### src/hw/eph_pkg.sv
// Purpose: Constants and types for the serial EEPROM write/protect host
// Assumes: 125 MHz aclk, open-drain SCL and SDA, one device on the bus
// Notes:   Register map is for the host's own AXI4-Lite slave port
//
// Contract
// - START is SDA falling with SCL high, STOP is SDA rising
// - Each byte is eight bits MSB first plus one acknowledge clock
// - Control code 1010 selects the main memory array
// - Control code 1011 selects security space including protect register
// - Three select bits must match the device's fixed all-zero or all-one
// - Last control bit is one for read, zero for write
// - High then low address byte; only bits 0-13 used, rest zero (host masks array space only; security space address goes out unmasked)
// - Every byte is acknowledged; no acknowledge means full restart
// - Write ends with STOP after last data acknowledge; no STOP, no write
// - Device ignores control bytes while programming, so master can poll
// - Page write keeps sending data then STOP; up to 64 bytes
// - Protect register: security space address 0401h, written as byte write
// - Protect register unchanged unless STOP follows its data byte
// - On first use master should clear both protect select bits

package eph_pkg;

  // ==========================================================
  // Register map (byte offsets)
  localparam logic [7:0]  REG_CTRL     = 8'h00;
  localparam logic [7:0]  REG_ADDR     = 8'h04;
  localparam logic [7:0]  REG_DATA     = 8'h08;
  localparam logic [7:0]  REG_STATUS   = 8'h0c;

  // CTRL fields
  localparam int          CTRL_GO      = 0;
  localparam int          CTRL_SPACE   = 1;
  localparam int          CTRL_SELHI   = 2;
  localparam int          CTRL_POLL    = 3;
  localparam int          CTRL_LEN_LO  = 4;
  localparam int          LEN_W        = 7;
  // STATUS fields
  localparam int          STAT_BUSY    = 0;
  localparam int          STAT_DONE    = 1;
  localparam int          STAT_NACK    = 2;
  localparam int          STAT_FILL_LO = 8;

  localparam logic [31:0] CTRL_RESET   = 32'h0000_0010;
  localparam logic [31:0] ADDR_RESET   = 32'h0000_0000;

  localparam logic [1:0]  RESP_OKAY    = 2'h0;
  localparam logic [1:0]  RESP_SLVERR  = 2'h2;

  // ==========================================================
  // Device addressing
  localparam logic [3:0]  CODE_MEM     = 4'ha;
  localparam logic [3:0]  CODE_SEC     = 4'hb;
  localparam logic [2:0]  SEL_LOW      = 3'h0;
  localparam logic [2:0]  SEL_HIGH     = 3'h7;
  localparam logic        RW_WRITE     = 1'h0;
  localparam logic [15:0] ADDR_MASK    = 16'h3fff;
  localparam logic [15:0] PROT_ADDR    = 16'h0401;
  localparam int          PAGE_BYTES   = 64;
  localparam int          BYTE_BITS    = 8;
  localparam int          HDR_BYTES    = 3;

  // ==========================================================
  // Timing: one quarter of a 400 kHz SCL period, rounded up
  localparam int          CLK_MHZ      = 125;
  localparam int          T_QUARTER_NS = 625;
  localparam int          Q_CYC        = (T_QUARTER_NS * CLK_MHZ + 999) / 1000;

  typedef enum logic [3:0] {
    ST_IDLE  = 4'b0001,
    ST_START = 4'b0010,
    ST_BIT   = 4'b0100,
    ST_STOP  = 4'b1000
  } eph_state_e;

  typedef struct packed {
    logic             space;
    logic             selhi;
    logic             poll;
    logic [LEN_W-1:0] len;
    logic [15:0]      addr;
  } eph_cmd_s;

endpackage : eph_pkg

### src/hw/eph_sync.sv
// Purpose: Three-stage synchroniser with agreement filter for bus pins
// Assumes: Inputs idle high, as an open-drain bus does
// Notes:   Output moves only once stages two and three agree
`timescale 1ns/1ps

module eph_sync #(
  parameter int W = 2
) (
  input  wire logic         aclk,
  input  wire logic         aresetn,
  input  wire logic [W-1:0] din,
  output logic      [W-1:0] dout
);

  logic [W-1:0] s1;
  logic [W-1:0] s2;
  logic [W-1:0] s3;

  // ==========================================================
  // Capture chain
  always_ff @(posedge aclk) begin
    if (!aresetn) begin
      s1 <= '1;
      s2 <= '1;
      s3 <= '1;
    end else begin
      s1 <= din;
      s2 <= s1;
      s3 <= s2;
    end
  end

  // ==========================================================
  // Filter: a half-settled edge is held back one cycle
  always_ff @(posedge aclk) begin
    if (!aresetn) begin
      dout <= '1;
    end else begin
      dout <= (s2 & s3) | (dout & (s2 ^ s3));
    end
  end

endmodule : eph_sync

### src/hw/eph_host.sv
// Purpose: I2C master that writes a serial EEPROM and its protect register
// Assumes: Software loads data bytes, address and then CTRL with GO
// Notes:   Reads of the device are not issued; poll mode probes busy state
`timescale 1ns/1ps

module eph_host #(
  parameter int unsigned QUARTER_CYC = eph_pkg::Q_CYC,
  parameter int unsigned DEPTH       = eph_pkg::PAGE_BYTES
) (
  input  wire logic        aclk,
  input  wire logic        aresetn,
  input  wire logic [7:0]  awaddr,
  input  wire logic        awvalid,
  output logic             awready,
  input  wire logic [31:0] wdata,
  input  wire logic [3:0]  wstrb,
  input  wire logic        wvalid,
  output logic             wready,
  output logic [1:0]       bresp,
  output logic             bvalid,
  input  wire logic        bready,
  input  wire logic [7:0]  araddr,
  input  wire logic        arvalid,
  output logic             arready,
  output logic [31:0]      rdata,
  output logic [1:0]       rresp,
  output logic             rvalid,
  input  wire logic        rready,
  input  wire logic        scl_i,
  output logic             scl_o,
  output logic             scl_oe,
  input  wire logic        sda_i,
  output logic             sda_o,
  output logic             sda_oe,
  output logic             busy
);

  localparam int IW = $clog2(DEPTH);
  localparam int QW = $clog2(QUARTER_CYC + 1);
  localparam logic [QW-1:0] QLOAD = QW'(QUARTER_CYC - 1);
  localparam logic [eph_pkg::LEN_W-1:0] LEN_MAX =
    eph_pkg::LEN_W'(DEPTH);

  // ==========================================================
  // Helpers
  function automatic logic [31:0] wmerge(input logic [31:0] old,
                                         input logic [31:0] nw,
                                         input logic [3:0]  st);
    logic [31:0] r;
    r = old;
    for (int i = 0; i < 4; i++) begin
      if (st[i]) begin
        r[i*8 +: 8] = nw[i*8 +: 8];
      end
    end
    return r;
  endfunction : wmerge

  function automatic logic [7:0] ctrl_byte(input logic space,
                                           input logic selhi);
    ctrl_byte = {space ? eph_pkg::CODE_SEC : eph_pkg::CODE_MEM,
                 selhi ? eph_pkg::SEL_HIGH : eph_pkg::SEL_LOW,
                 eph_pkg::RW_WRITE};
  endfunction : ctrl_byte

  function automatic logic mapped(input logic [7:0] a);
    mapped = (a == eph_pkg::REG_CTRL) || (a == eph_pkg::REG_ADDR) ||
             (a == eph_pkg::REG_DATA) || (a == eph_pkg::REG_STATUS);
  endfunction : mapped

  // ==========================================================
  // State
  logic [31:0]        ctrl_reg;
  logic [31:0]        addr_reg;
  logic [7:0]         buffer [DEPTH];
  logic [IW-1:0]      fill;
  logic               go;
  logic               aw_held;
  logic               w_held;
  logic [7:0]         aw_a;
  logic [31:0]        w_d;
  logic [3:0]         w_s;
  logic               done;
  logic               nack;
  logic [1:0]         pins;
  logic               scl_s;
  logic               sda_s;
  eph_pkg::eph_state_e state;
  eph_pkg::eph_cmd_s  cmd;
  logic [1:0]         ph;
  logic [QW-1:0]      qcnt;
  logic               tick;
  logic [3:0]         bitn;
  logic [6:0]         byte_idx;
  logic [6:0]         n_total;
  logic [7:0]         shreg;
  logic [7:0]         next_byte;
  logic [15:0]        tx_addr;
  logic [IW-1:0]      bidx;
  logic [6:0]         boff;
  logic [eph_pkg::LEN_W-1:0] next_len;

  eph_sync #(
    .W (2)
  ) u_sync (
    .aclk    (aclk),
    .aresetn (aresetn),
    .din     ({scl_i, sda_i}),
    .dout    (pins)
  );

  assign scl_s = pins[1];
  assign sda_s = pins[0];
  assign tick  = (qcnt == '0);

  // ==========================================================
  // AXI4-Lite write channel
  always_ff @(posedge aclk) begin
    if (!aresetn) begin
      awready  <= 1'b1;
      wready   <= 1'b1;
      bvalid   <= 1'b0;
      bresp    <= eph_pkg::RESP_OKAY;
      aw_held  <= 1'b0;
      w_held   <= 1'b0;
      aw_a     <= 8'h00;
      w_d      <= 32'h0000_0000;
      w_s      <= 4'h0;
      ctrl_reg <= eph_pkg::CTRL_RESET;
      addr_reg <= eph_pkg::ADDR_RESET;
      fill     <= '0;
      go       <= 1'b0;
    end else begin
      go <= 1'b0;
      if (awvalid && awready) begin
        aw_held <= 1'b1;
        aw_a    <= awaddr;
        awready <= 1'b0;
      end
      if (wvalid && wready) begin
        w_held <= 1'b1;
        w_d    <= wdata;
        w_s    <= wstrb;
        wready <= 1'b0;
      end
      if (aw_held && w_held && !bvalid) begin
        aw_held <= 1'b0;
        w_held  <= 1'b0;
        bvalid  <= 1'b1;
        bresp   <= mapped(aw_a) ? eph_pkg::RESP_OKAY
                                : eph_pkg::RESP_SLVERR;
        case (aw_a)
          eph_pkg::REG_CTRL: begin
            // Settings are frozen while a transfer runs
            if (state == eph_pkg::ST_IDLE) begin
              ctrl_reg <= wmerge(ctrl_reg, w_d, w_s);
              go       <= w_s[0] && w_d[eph_pkg::CTRL_GO];
            end
          end
          eph_pkg::REG_ADDR: begin
            if (state == eph_pkg::ST_IDLE) begin
              addr_reg <= wmerge(addr_reg, w_d, w_s);
            end
          end
          eph_pkg::REG_DATA: begin
            if (w_s[0]) begin
              buffer[fill] <= w_d[7:0];
              fill         <= fill + 1'b1;
            end
          end
          default: begin
          end
        endcase
      end
      if (bvalid && bready) begin
        bvalid  <= 1'b0;
        awready <= 1'b1;
        wready  <= 1'b1;
      end
      // Buffer refill restarts at slot zero once a transfer finishes
      if (state == eph_pkg::ST_STOP && ph == 2'd3 && tick) begin
        fill <= '0;
      end
    end
  end

  // ==========================================================
  // AXI4-Lite read channel
  always_ff @(posedge aclk) begin
    if (!aresetn) begin
      arready <= 1'b1;
      rvalid  <= 1'b0;
      rdata   <= 32'h0000_0000;
      rresp   <= eph_pkg::RESP_OKAY;
    end else begin
      if (arvalid && arready) begin
        arready <= 1'b0;
        rvalid  <= 1'b1;
        rresp   <= mapped(araddr) ? eph_pkg::RESP_OKAY
                                  : eph_pkg::RESP_SLVERR;
        rdata   <= 32'h0000_0000;
        case (araddr)
          eph_pkg::REG_CTRL: begin
            rdata <= ctrl_reg & ~(32'h1 << eph_pkg::CTRL_GO);
          end
          eph_pkg::REG_ADDR: begin
            rdata <= addr_reg;
          end
          eph_pkg::REG_STATUS: begin
            rdata[eph_pkg::STAT_BUSY] <= busy;
            rdata[eph_pkg::STAT_DONE] <= done;
            rdata[eph_pkg::STAT_NACK] <= nack;
            rdata[eph_pkg::STAT_FILL_LO +: IW] <= fill;
          end
          default: begin
          end
        endcase
      end
      if (rvalid && rready) begin
        rvalid  <= 1'b0;
        arready <= 1'b1;
      end
    end
  end

  // ==========================================================
  // Launch values and byte sequencer
  always_comb begin
    next_len = ctrl_reg[eph_pkg::CTRL_LEN_LO +: eph_pkg::LEN_W];
    if (next_len == '0) begin
      next_len = eph_pkg::LEN_W'(1);
    end else if (next_len > LEN_MAX) begin
      next_len = LEN_MAX;
    end
  end

  // Upper address bits forced to zero in the array space
  assign tx_addr = cmd.space ? cmd.addr
                             : (cmd.addr & eph_pkg::ADDR_MASK);
  assign boff    = byte_idx + 7'd1 - 7'(eph_pkg::HDR_BYTES);
  assign bidx    = boff[IW-1:0];

  always_comb begin
    case (byte_idx + 7'd1)
      7'd1:    next_byte = tx_addr[15:8];
      7'd2:    next_byte = tx_addr[7:0];
      default: next_byte = buffer[bidx];
    endcase
  end

  // ==========================================================
  // Bit engine: four quarter phases per SCL period
  always_ff @(posedge aclk) begin
    if (!aresetn) begin
      state    <= eph_pkg::ST_IDLE;
      cmd      <= '0;
      scl_o    <= 1'b0;
      sda_o    <= 1'b0;
      scl_oe   <= 1'b0;
      sda_oe   <= 1'b0;
      ph       <= 2'd0;
      qcnt     <= '0;
      bitn     <= 4'h0;
      byte_idx <= 7'h00;
      n_total  <= 7'h00;
      shreg    <= 8'h00;
      busy     <= 1'b0;
      done     <= 1'b0;
      nack     <= 1'b0;
    end else begin
      if (!tick) begin
        qcnt <= qcnt - 1'b1;
      end else if (state != eph_pkg::ST_IDLE) begin
        qcnt <= QLOAD;
        ph   <= ph + 2'd1;
      end
      case (state)
        eph_pkg::ST_IDLE: begin
          if (go) begin
            cmd.space <= ctrl_reg[eph_pkg::CTRL_SPACE];
            cmd.selhi <= ctrl_reg[eph_pkg::CTRL_SELHI];
            cmd.poll  <= ctrl_reg[eph_pkg::CTRL_POLL];
            cmd.len   <= next_len;
            cmd.addr  <= addr_reg[15:0];
            // Poll sends only the control byte and reads its acknowledge
            n_total   <= ctrl_reg[eph_pkg::CTRL_POLL] ? 7'd1
                         : 7'(eph_pkg::HDR_BYTES) + next_len;
            shreg     <= ctrl_byte(ctrl_reg[eph_pkg::CTRL_SPACE],
                                   ctrl_reg[eph_pkg::CTRL_SELHI]);
            byte_idx  <= 7'h00;
            busy      <= 1'b1;
            done      <= 1'b0;
            nack      <= 1'b0;
            ph        <= 2'd0;
            qcnt      <= QLOAD;
            state     <= eph_pkg::ST_START;
          end
        end
        eph_pkg::ST_START: begin
          if (tick) begin
            case (ph)
              2'd0: sda_oe <= 1'b1;
              2'd1: scl_oe <= 1'b1;
              default: begin
                ph    <= 2'd0;
                bitn  <= 4'h0;
                state <= eph_pkg::ST_BIT;
              end
            endcase
          end
        end
        eph_pkg::ST_BIT: begin
          // Wait for the line to go high, so a stretched SCL is honoured
          if (ph == 2'd2 && !scl_s) begin
            qcnt <= QLOAD;
            ph   <= ph;
          end else if (tick) begin
            case (ph)
              2'd0: begin
                // Ninth clock releases SDA for the device acknowledge
                sda_oe <= (bitn == 4'(eph_pkg::BYTE_BITS)) ? 1'b0
                          : !shreg[7];
              end
              2'd1: scl_oe <= 1'b0;
              2'd2: begin
                if (bitn == 4'(eph_pkg::BYTE_BITS)) begin
                  nack <= sda_s;
                end else begin
                  shreg <= {shreg[6:0], 1'b0};
                end
              end
              default: begin
                scl_oe <= 1'b1;
                if (bitn != 4'(eph_pkg::BYTE_BITS)) begin
                  bitn <= bitn + 4'h1;
                end else if (nack ||
                             byte_idx + 7'd1 == n_total) begin
                  // Abort on refusal; software restarts from control byte
                  state <= eph_pkg::ST_STOP;
                end else begin
                  byte_idx <= byte_idx + 7'd1;
                  shreg    <= next_byte;
                  bitn     <= 4'h0;
                end
              end
            endcase
          end
        end
        eph_pkg::ST_STOP: begin
          if (ph == 2'd2 && !scl_s) begin
            qcnt <= QLOAD;
            ph   <= ph;
          end else if (tick) begin
            case (ph)
              2'd0: sda_oe <= 1'b1;
              2'd1: scl_oe <= 1'b0;
              2'd2: sda_oe <= 1'b0;
              default: begin
                busy  <= 1'b0;
                done  <= 1'b1;
                state <= eph_pkg::ST_IDLE;
              end
            endcase
          end
        end
        default: begin
          state  <= eph_pkg::ST_IDLE;
          scl_oe <= 1'b0;
          sda_oe <= 1'b0;
          busy   <= 1'b0;
        end
      endcase
    end
  end

endmodule : eph_host

### config.mk
export PLATFORM = sky130hd
export DESIGN_NAME = eph_host
export DESIGN_NICKNAME = d
export VERILOG_FILES = /design/src/hw/eph_pkg.sv /design/src/hw/eph_sync.sv /design/src/hw/eph_host.sv
export SDC_FILE = /design/constraint.sdc
export NUM_CORES = 1
export LEC_CHECK = 0
export BUFFER_PORTS_ARGS = -buffer_cell sky130_fd_sc_hd__buf_2
export CORE_AREA = 10 10 231 233
export CTS_CLUSTER_DIAMETER = 60
export CTS_CLUSTER_SIZE = 25
export DETAILED_ROUTE_END_ITERATION = 10
export DIE_AREA = 0 0 241 243
export PLACE_DENSITY = 0.91
export SYNTH_ARGS = -nofsm -noshare
export SYNTH_HDL_FRONTEND = slang
export SYNTH_HIERARCHICAL = 1
export SYNTH_SLANG_ARGS = --single-unit
### constraint.sdc
create_clock -name aclk -period 3.7 [get_ports aclk]
set_clock_uncertainty 0.2 [all_clocks]
set_input_delay 0.185 -clock aclk [delete_from_list [all_inputs] [get_ports aclk]]
set_output_delay 0.185 -clock aclk [all_outputs]
set_load 0.02 [all_outputs]
==> impl_results.md, run 1 <==
- Outcome: complete, no violations
- Mux contribution to synthesized area: 13.7%
- Adder-cell area share of the yosys netlist: 0.629%
- Leak pwr: 11.8 nW
- # port buffers: 102
- Vias per inst: 6.57
- Area share of and/or/nand/nor cells after synthesis: under 10%
- Cells after DPL: 2829
- Startpoint types: flip-flop
- RSZ-0062 raised after global routing: false
- Cell area after synthesis: 29900 µm²
- Pwr/cell area: about 450 nW/µm²
- Post-synth top area share: 51.5%
- Number of DRC markers in iteration 0: 2793
- H-Tree Depth: 2
- Nets: 2388
- Hold-fix buffers at CTS: 63
- Asr flop ratio synth: 0%
- VDD IR max: approximately 0.36 mV
- Comb pwr share: 5.3%
- Longest Clk Path Bufs: 3
- CP Max Fanout: 8
- Synth-to-Final Area Change: 12.0%
- Post-CTS Resized: 0
- Residual DRC: 0
- Largest area contributor in the netlist: edfxtp_1
- Die ar.: 58600 µm²
- CTS Root Cell: clkbuf_16
- Slew margin rel.: 2.98%
- IO Count: 107
- Slew @ Worst Pin: 1.46 ns
- Grt met3 use: 4.10%
- Yosys warns: 6
- Top cells by area, synth: edfxtp_1 51%, dfxtp_1 15%, mux4_2 10%
- Clock share of power: 34.2%
- Setup Buffers After CTS: 0
- Post-synth EDFFs: 512
- Complex-gate fraction of the synthesized area: 6.45%
- Commonest cells post-synth: 512 x edfxtp_1, 263 x nand2_1, 224 x dfxtp_1
- Met1 Usage GRT: 32.9%
- Setup violators final: 0
- Hold Slack: 0.0688 ns
- Grt ovf: 0
- Die Wd: 241 µm
- Element type at the critical path end: flip-flop
- CTS tree: done
- DR pass1 iterations: 6
- Crit path time final: 3.54 ns
- P_int: 11.5 mW
- Die Span Y: 243 µm
- Hold Fails Final Rpt: 0
- Final TNS setup: 0 ns
- Final wirelength: 75200 µm
- Final core utilization: 68.8%
- Flop pwr share: 60.5%
- Max-cap violations: 0
- Pins Over Slew Limit: 0
- Largest family of logic cells by synthesized area: multiplexers
- Data arrival, critical path: 3.65 ns
- CP required: between 3 and 4 ns
- Max reg flops: approximately 500
- Switching share of total power: 22.7%
- Fill cells: between 2000 and 3000
- Core area: 48600 µm²
- Clk slew on worst S/H paths: 0.09 ns
- First-pass GRT wire length: about 110000 µm
- Register area share after synthesis: 66.5%
- Synth Flop Type: edfxtp_1
- Post-Syn Instances: 2124
- Avg Synthesized Cell Area: 14.1 µm²
- Post-Layout Cell Count: 2966
- Clock sinks: about 740
- Sw power: 3.39 mW
- Largest Register: buffer
- Routability congestion estimate: 0.992
- Post-synth cell types: between 80 and 90
- Clk Latency, worst-skew pair: about 0.62 ns
- Worst Setup Path Type: reg2reg
- Hpwl dp: 47700 µm
- FF+latch count, synth: around 740
- Layout cell share with drive strength beyond 1: between 10% and 20%
- Std cell rows: 81
- Wire per inst: around 25 µm
- Busiest grt layer: met2
- Pre-CTS setup slack: 0.343 ns
- Final critical-path share of the clock period: 95.6%
- Most common cell in the netlist: edfxtp_1
- Vias: 19483
- Num CTS Buffers: 40
- Routing usage on met2: 41.2%
- Gr usage total: 25.4%
- Largest net degree at the start of global routing: 91
- Fin worst setup slack: 0.164 ns
- Detail Route Antenna Nets: 0
- Maximum clock rate: ~280 MHz
- Initial Utilization: between 60% and 70%
- Min-Delay Path Class: in2reg
- Initial antenna violation count: 3
- Vias in the first global route: around 19000
- Post-synthesis xor/xnor area fraction: between 1 and 1.5%
## critical path: stages (launching register included)
cell and delay (ns):
dfxtp_1 0.33, nor4_1 0.42, and3_1 0.27, and3_1 0.42
nand2_1 0.14, nor2_1 0.23, nand2_1 0.44, nor2_1 0.54
buf_4 0.23
## area by class of cell
cell class	count	area, µm²	share of cell area (%)
timing repair buffer	274	2010	6.01
antenna	2	5.00	0.0150
clock buffer	53	1120	3.36
inverter	21	88.8	0.266
multi-input combinational	1239	9340	27.9
tap	622	778	2.33
clock inverter	19	231	0.692
sequential	736	19900	59.4
## layer usage
layer / routed length [µm] / up-vias
met2: 36600 / 1259
met5: 0 / -
li1: - / 8329
met4: 4030 / 0
met1: 27400 / 9629
met3: 7230 / 266
## power by group through the flow
stage | Combinational (mW) | Clock, mW | Sequential [mW]
global placement | 0.679 | 0 | 9.21
global route | 0.864 | 5.42 | 9.06
detailed placement | 0.715 | 0 | 9.23
floorplan | 0.515 | 0 | 9.17
finish | 0.792 | 5.10 | 9.05
CTS | 0.769 | 5.10 | 9.04
## worst paths after layout
path	to	startpoint	slack (ns)	cells after the start
min	rresp[1]$_SDFFE_PN0P_	araddr[4]	0.07	5
max reg2reg	buffer[44][6]$_DFFE_PP_	aw_a[1]$_SDFFE_PN0P_	0.16	8
max	buffer[44][6]$_DFFE_PP_	aw_a[1]$_SDFFE_PN0P_	0.16	8
min reg2reg	u_sync/s2[1]$_SDFF_PN1_	u_sync/s1[1]$_SDFF_PN1_	0.24	1
## logic make-up after synthesis
group,Yosys count
other cells,1
buf+inv,152
fa+ha+maj,15
mux,235
xor+xnor,29
simple gates,637
compound gates,319
flops,736
## metrics by stage
stage / instance area [µm²] / power, mW
6_report: 33400 / 14.9
3_3_place_gp: 31500 / 9.89
5_1_grt: 33400 / 15.3
4_1_cts: 33400 / 14.9
3_5_place_dp: 31500 / 9.94
2_1_floorplan: 29900 / 9.69
## placed cells by master (no fill, tap or decap), drive strengths merged, types with 9 or more instances in the layout
master and instances:
a211oi 12, a21oi 175, a22oi 14, and2 16, buf 211, clkbuf 53, clkinv 11, dfxtp 224
dlygate4sd3 63, edfxtp 512, ha 15, inv 26, mux2 9, mux2i 89, mux4 137, nand2 264
nand2b 11, nand3 80, nor2 191, nor3 14, o21ai 44, or3 14, xnor2 16, xor2 11
Power figures use the tool's default switching activity.
==> inputs of run 2 (changes only) <==
Settings changed: GPL_ROUTABILITY_DRIVEN set to 0, RECOVER_POWER set to 25.
==> impl_results.md, run 2 (synthesis results as in run 1) <==
- VDD IR max: 0.450 mV (+27%)
- Data arrival, critical path: 3.86 ns (+0.21 ns)
- Core area: 48600 µm² (unchanged)
- Pwr/cell area: 455 nW/µm² (+1.9%)
- Most frequent cells in the layout: 512 x edfxtp_1, 263 x nand2_1, 221 x dfxtp_1, 189 x nor2_1, 174 x a21oi_1
- Maximum clock rate: 280 MHz (-1.0%)
- Seq. cell area: 19900 µm² (about the same)
- Leak pwr: 11.7 nW (-1.0%)
- Number of DRC markers in iteration 0: 3319 (+19%)
- Outcome: complete, but fails checks
- Fill cells: 2900 (-0.89%)
- Die ar.: 58600 µm² (unchanged)
- IO Count: 107 (unchanged)
- CP required: 3.98 ns (+0.16 ns)
- Final critical-path share of the clock period: 96.5% (+0.96 points)
- Synth-to-Final Area Change: 12.4%
- Clk Latency, worst-skew pair: 0.63 ns (about the same)
- CTS tree: done
- Vias per inst: 6.79 (+3.4%)
- DR pass1 iterations: 8 (+2)
- Met3 WL: 10100 µm (+39%)
- Detail Route Antenna Nets: 0 (unchanged)
- Vias: 20226 (+3.8%)
- Std cell rows: 81 (unchanged)
- Initial Utilization: 61.4% (unchanged)
- Gr usage total: 27.3% (+1.9 points)
- First-pass GRT wire length: 122000 µm (+6.3%)
- Vias in the first global route: 20173 (+5.3%)
- Largest net degree at the start of global routing: 76 (-16%)
- Die Span Y: 243 µm (unchanged)
- # port buffers: 102 (unchanged)
- Longest Clk Path Bufs: 3 (unchanged)
- Worst Hold Depth: 5 (unchanged)
- Max layer used: met4
- Nets: 2398 (+0.42%)
- Worst Hold Launch: araddr[2]
- R2R cell count: 10 (+2)
- Worst r2r src: byte_idx[0]$_SDFFE_PN0P_
- Placed standard-cell area: 31500 µm² (about the same)
- Final wirelength: 81200 µm (+8.0%)
- Num CTS Buffers: 43 (+7.5%)
- Hpwl dp: 47900 µm (+0.49%)
- Setup violators final: 0 (unchanged)
- Element type at the critical path end: flip-flop
- Fin worst setup slack: 0.128 ns (-0.0356 ns)
- DR WL met2: 39000 µm (+6.6%)
- Startpoint types: flip-flop
- Crit path time final: 3.57 ns (+0.0356 ns)
- Pins Over Slew Limit: 304 (+304)
- Pre-CTS setup slack: -0.0185 ns (-0.361 ns)
- CP startpoint: byte_idx[0]$_SDFFE_PN0P_
- Grt ovf: 0 (unchanged)
- Slew @ Worst Pin: 2.43 ns (+0.973 ns)
- Final Power: 15.3 mW (+2.3%)
- Slew margin rel.: -62.1% (-65 points)
- Commonest non-fill, non-tap cell in the layout: edfxtp_1
- Design Area, Final: 33600 µm² (+0.33%)
- Layout cell share with drive strength beyond 1: 17.7% (-1.6 points)
- Multi-input combinational cell area: 9350 µm² (+0.12%)
- Residual DRC: 0 (unchanged)
- Worst Setup Path Type: reg2reg
- Met1 wire length: 27300 µm (-0.40%)
- Min-Delay Path Class: in2reg
- Die Wd: 241 µm (unchanged)
- CTS Root Cell: clkbuf_16
- Max reg flops: 512 (unchanged)
- CP Max Fanout: 18 (+10)
- RSZ-0062 raised after global routing: false
- Clock sinks: 736 (unchanged)
- Wire per inst: 27.3 µm (+7.5%)
- Initial antenna violation count: 4 (+1)
- Largest Register: buffer
- H-Tree Depth: 2 (unchanged)
- Max-cap violations: 7 (+7)
- Clk slew on worst S/H paths: 0.10 ns (about the same)
- FF-to-FF setup slack: 0.13 ns (-0.04 ns)
- Hold Fails Final Rpt: 0 (unchanged)
- Failing checks: max-capacitance violations, max-slew violations
-- run 2: final timing paths --
check,to
hold reg to reg,u_sync/s2[1]$_SDFF_PN1_
setup / recovery,shreg[1]$_SDFFE_PN0P_
setup reg to reg,shreg[1]$_SDFFE_PN0P_
hold / removal,rdata[5]$_SDFFE_PN0P_
-- run 2: critical path, cell delays in order, from the launching register on --
cell      delay [ns]
dfxtp_4         0.40
inv_1           0.12
ha_1            0.32
nand3b_1        0.22
a32oi_2         0.34
xnor2_4         0.19
buf_4           0.37
mux2i_1         0.56
o22ai_1         0.19
o21ai_0         0.35
a311oi_1        0.15
-- run 2: area by class of cell --
type | instances | share of cell area [%]
well taps | 622 | 2.32
multi-input cells | 1239 | 27.9
clock buffers | 51 | 3.39
clock inverters | 25 | 1.01
repair buffers | 281 | 5.94
flip-flops and latches | 736 | 59.2
diodes | 4 | 0.0298
inverters | 21 | 0.265
-- run 2: where the power goes --
part           switching (mW)  total [mW]  internal, mW
Clock                    2.95        5.43          2.48
Sequential              0.164        9.04          8.88
Combinational           0.512       0.810         0.298
-- run 2: timing repair --
action	CTS	global route
endpoints found under the setup margin	2	7
hold endpoints to repair	71	0
gates resized for setup	1	3
pin swaps	0	1
hold buffers	62	0
setup buffers	0	5
-- run 2: per-layer routing --
metal  vias to the layer above  GRT usage, %
met1                      9779          33.8
li1                       8353             -
met4                         0          14.1
met2                      1678          43.7
met5                         -         0.346
met3                       416          6.86
-- run 2: through the flow --
step	TNS [ns]	utilization (%)	std cells	hold WS (ns)
floorplan	0	-	2127	0.0580
global placement	0	64.7	2832	0.176
detailed placement	-0.0185	64.7	2832	0.182
CTS	0	69.0	2970	0.0176
global route	0	69.0	2979	0.0990
finish	0	69.0	2979	0.0862
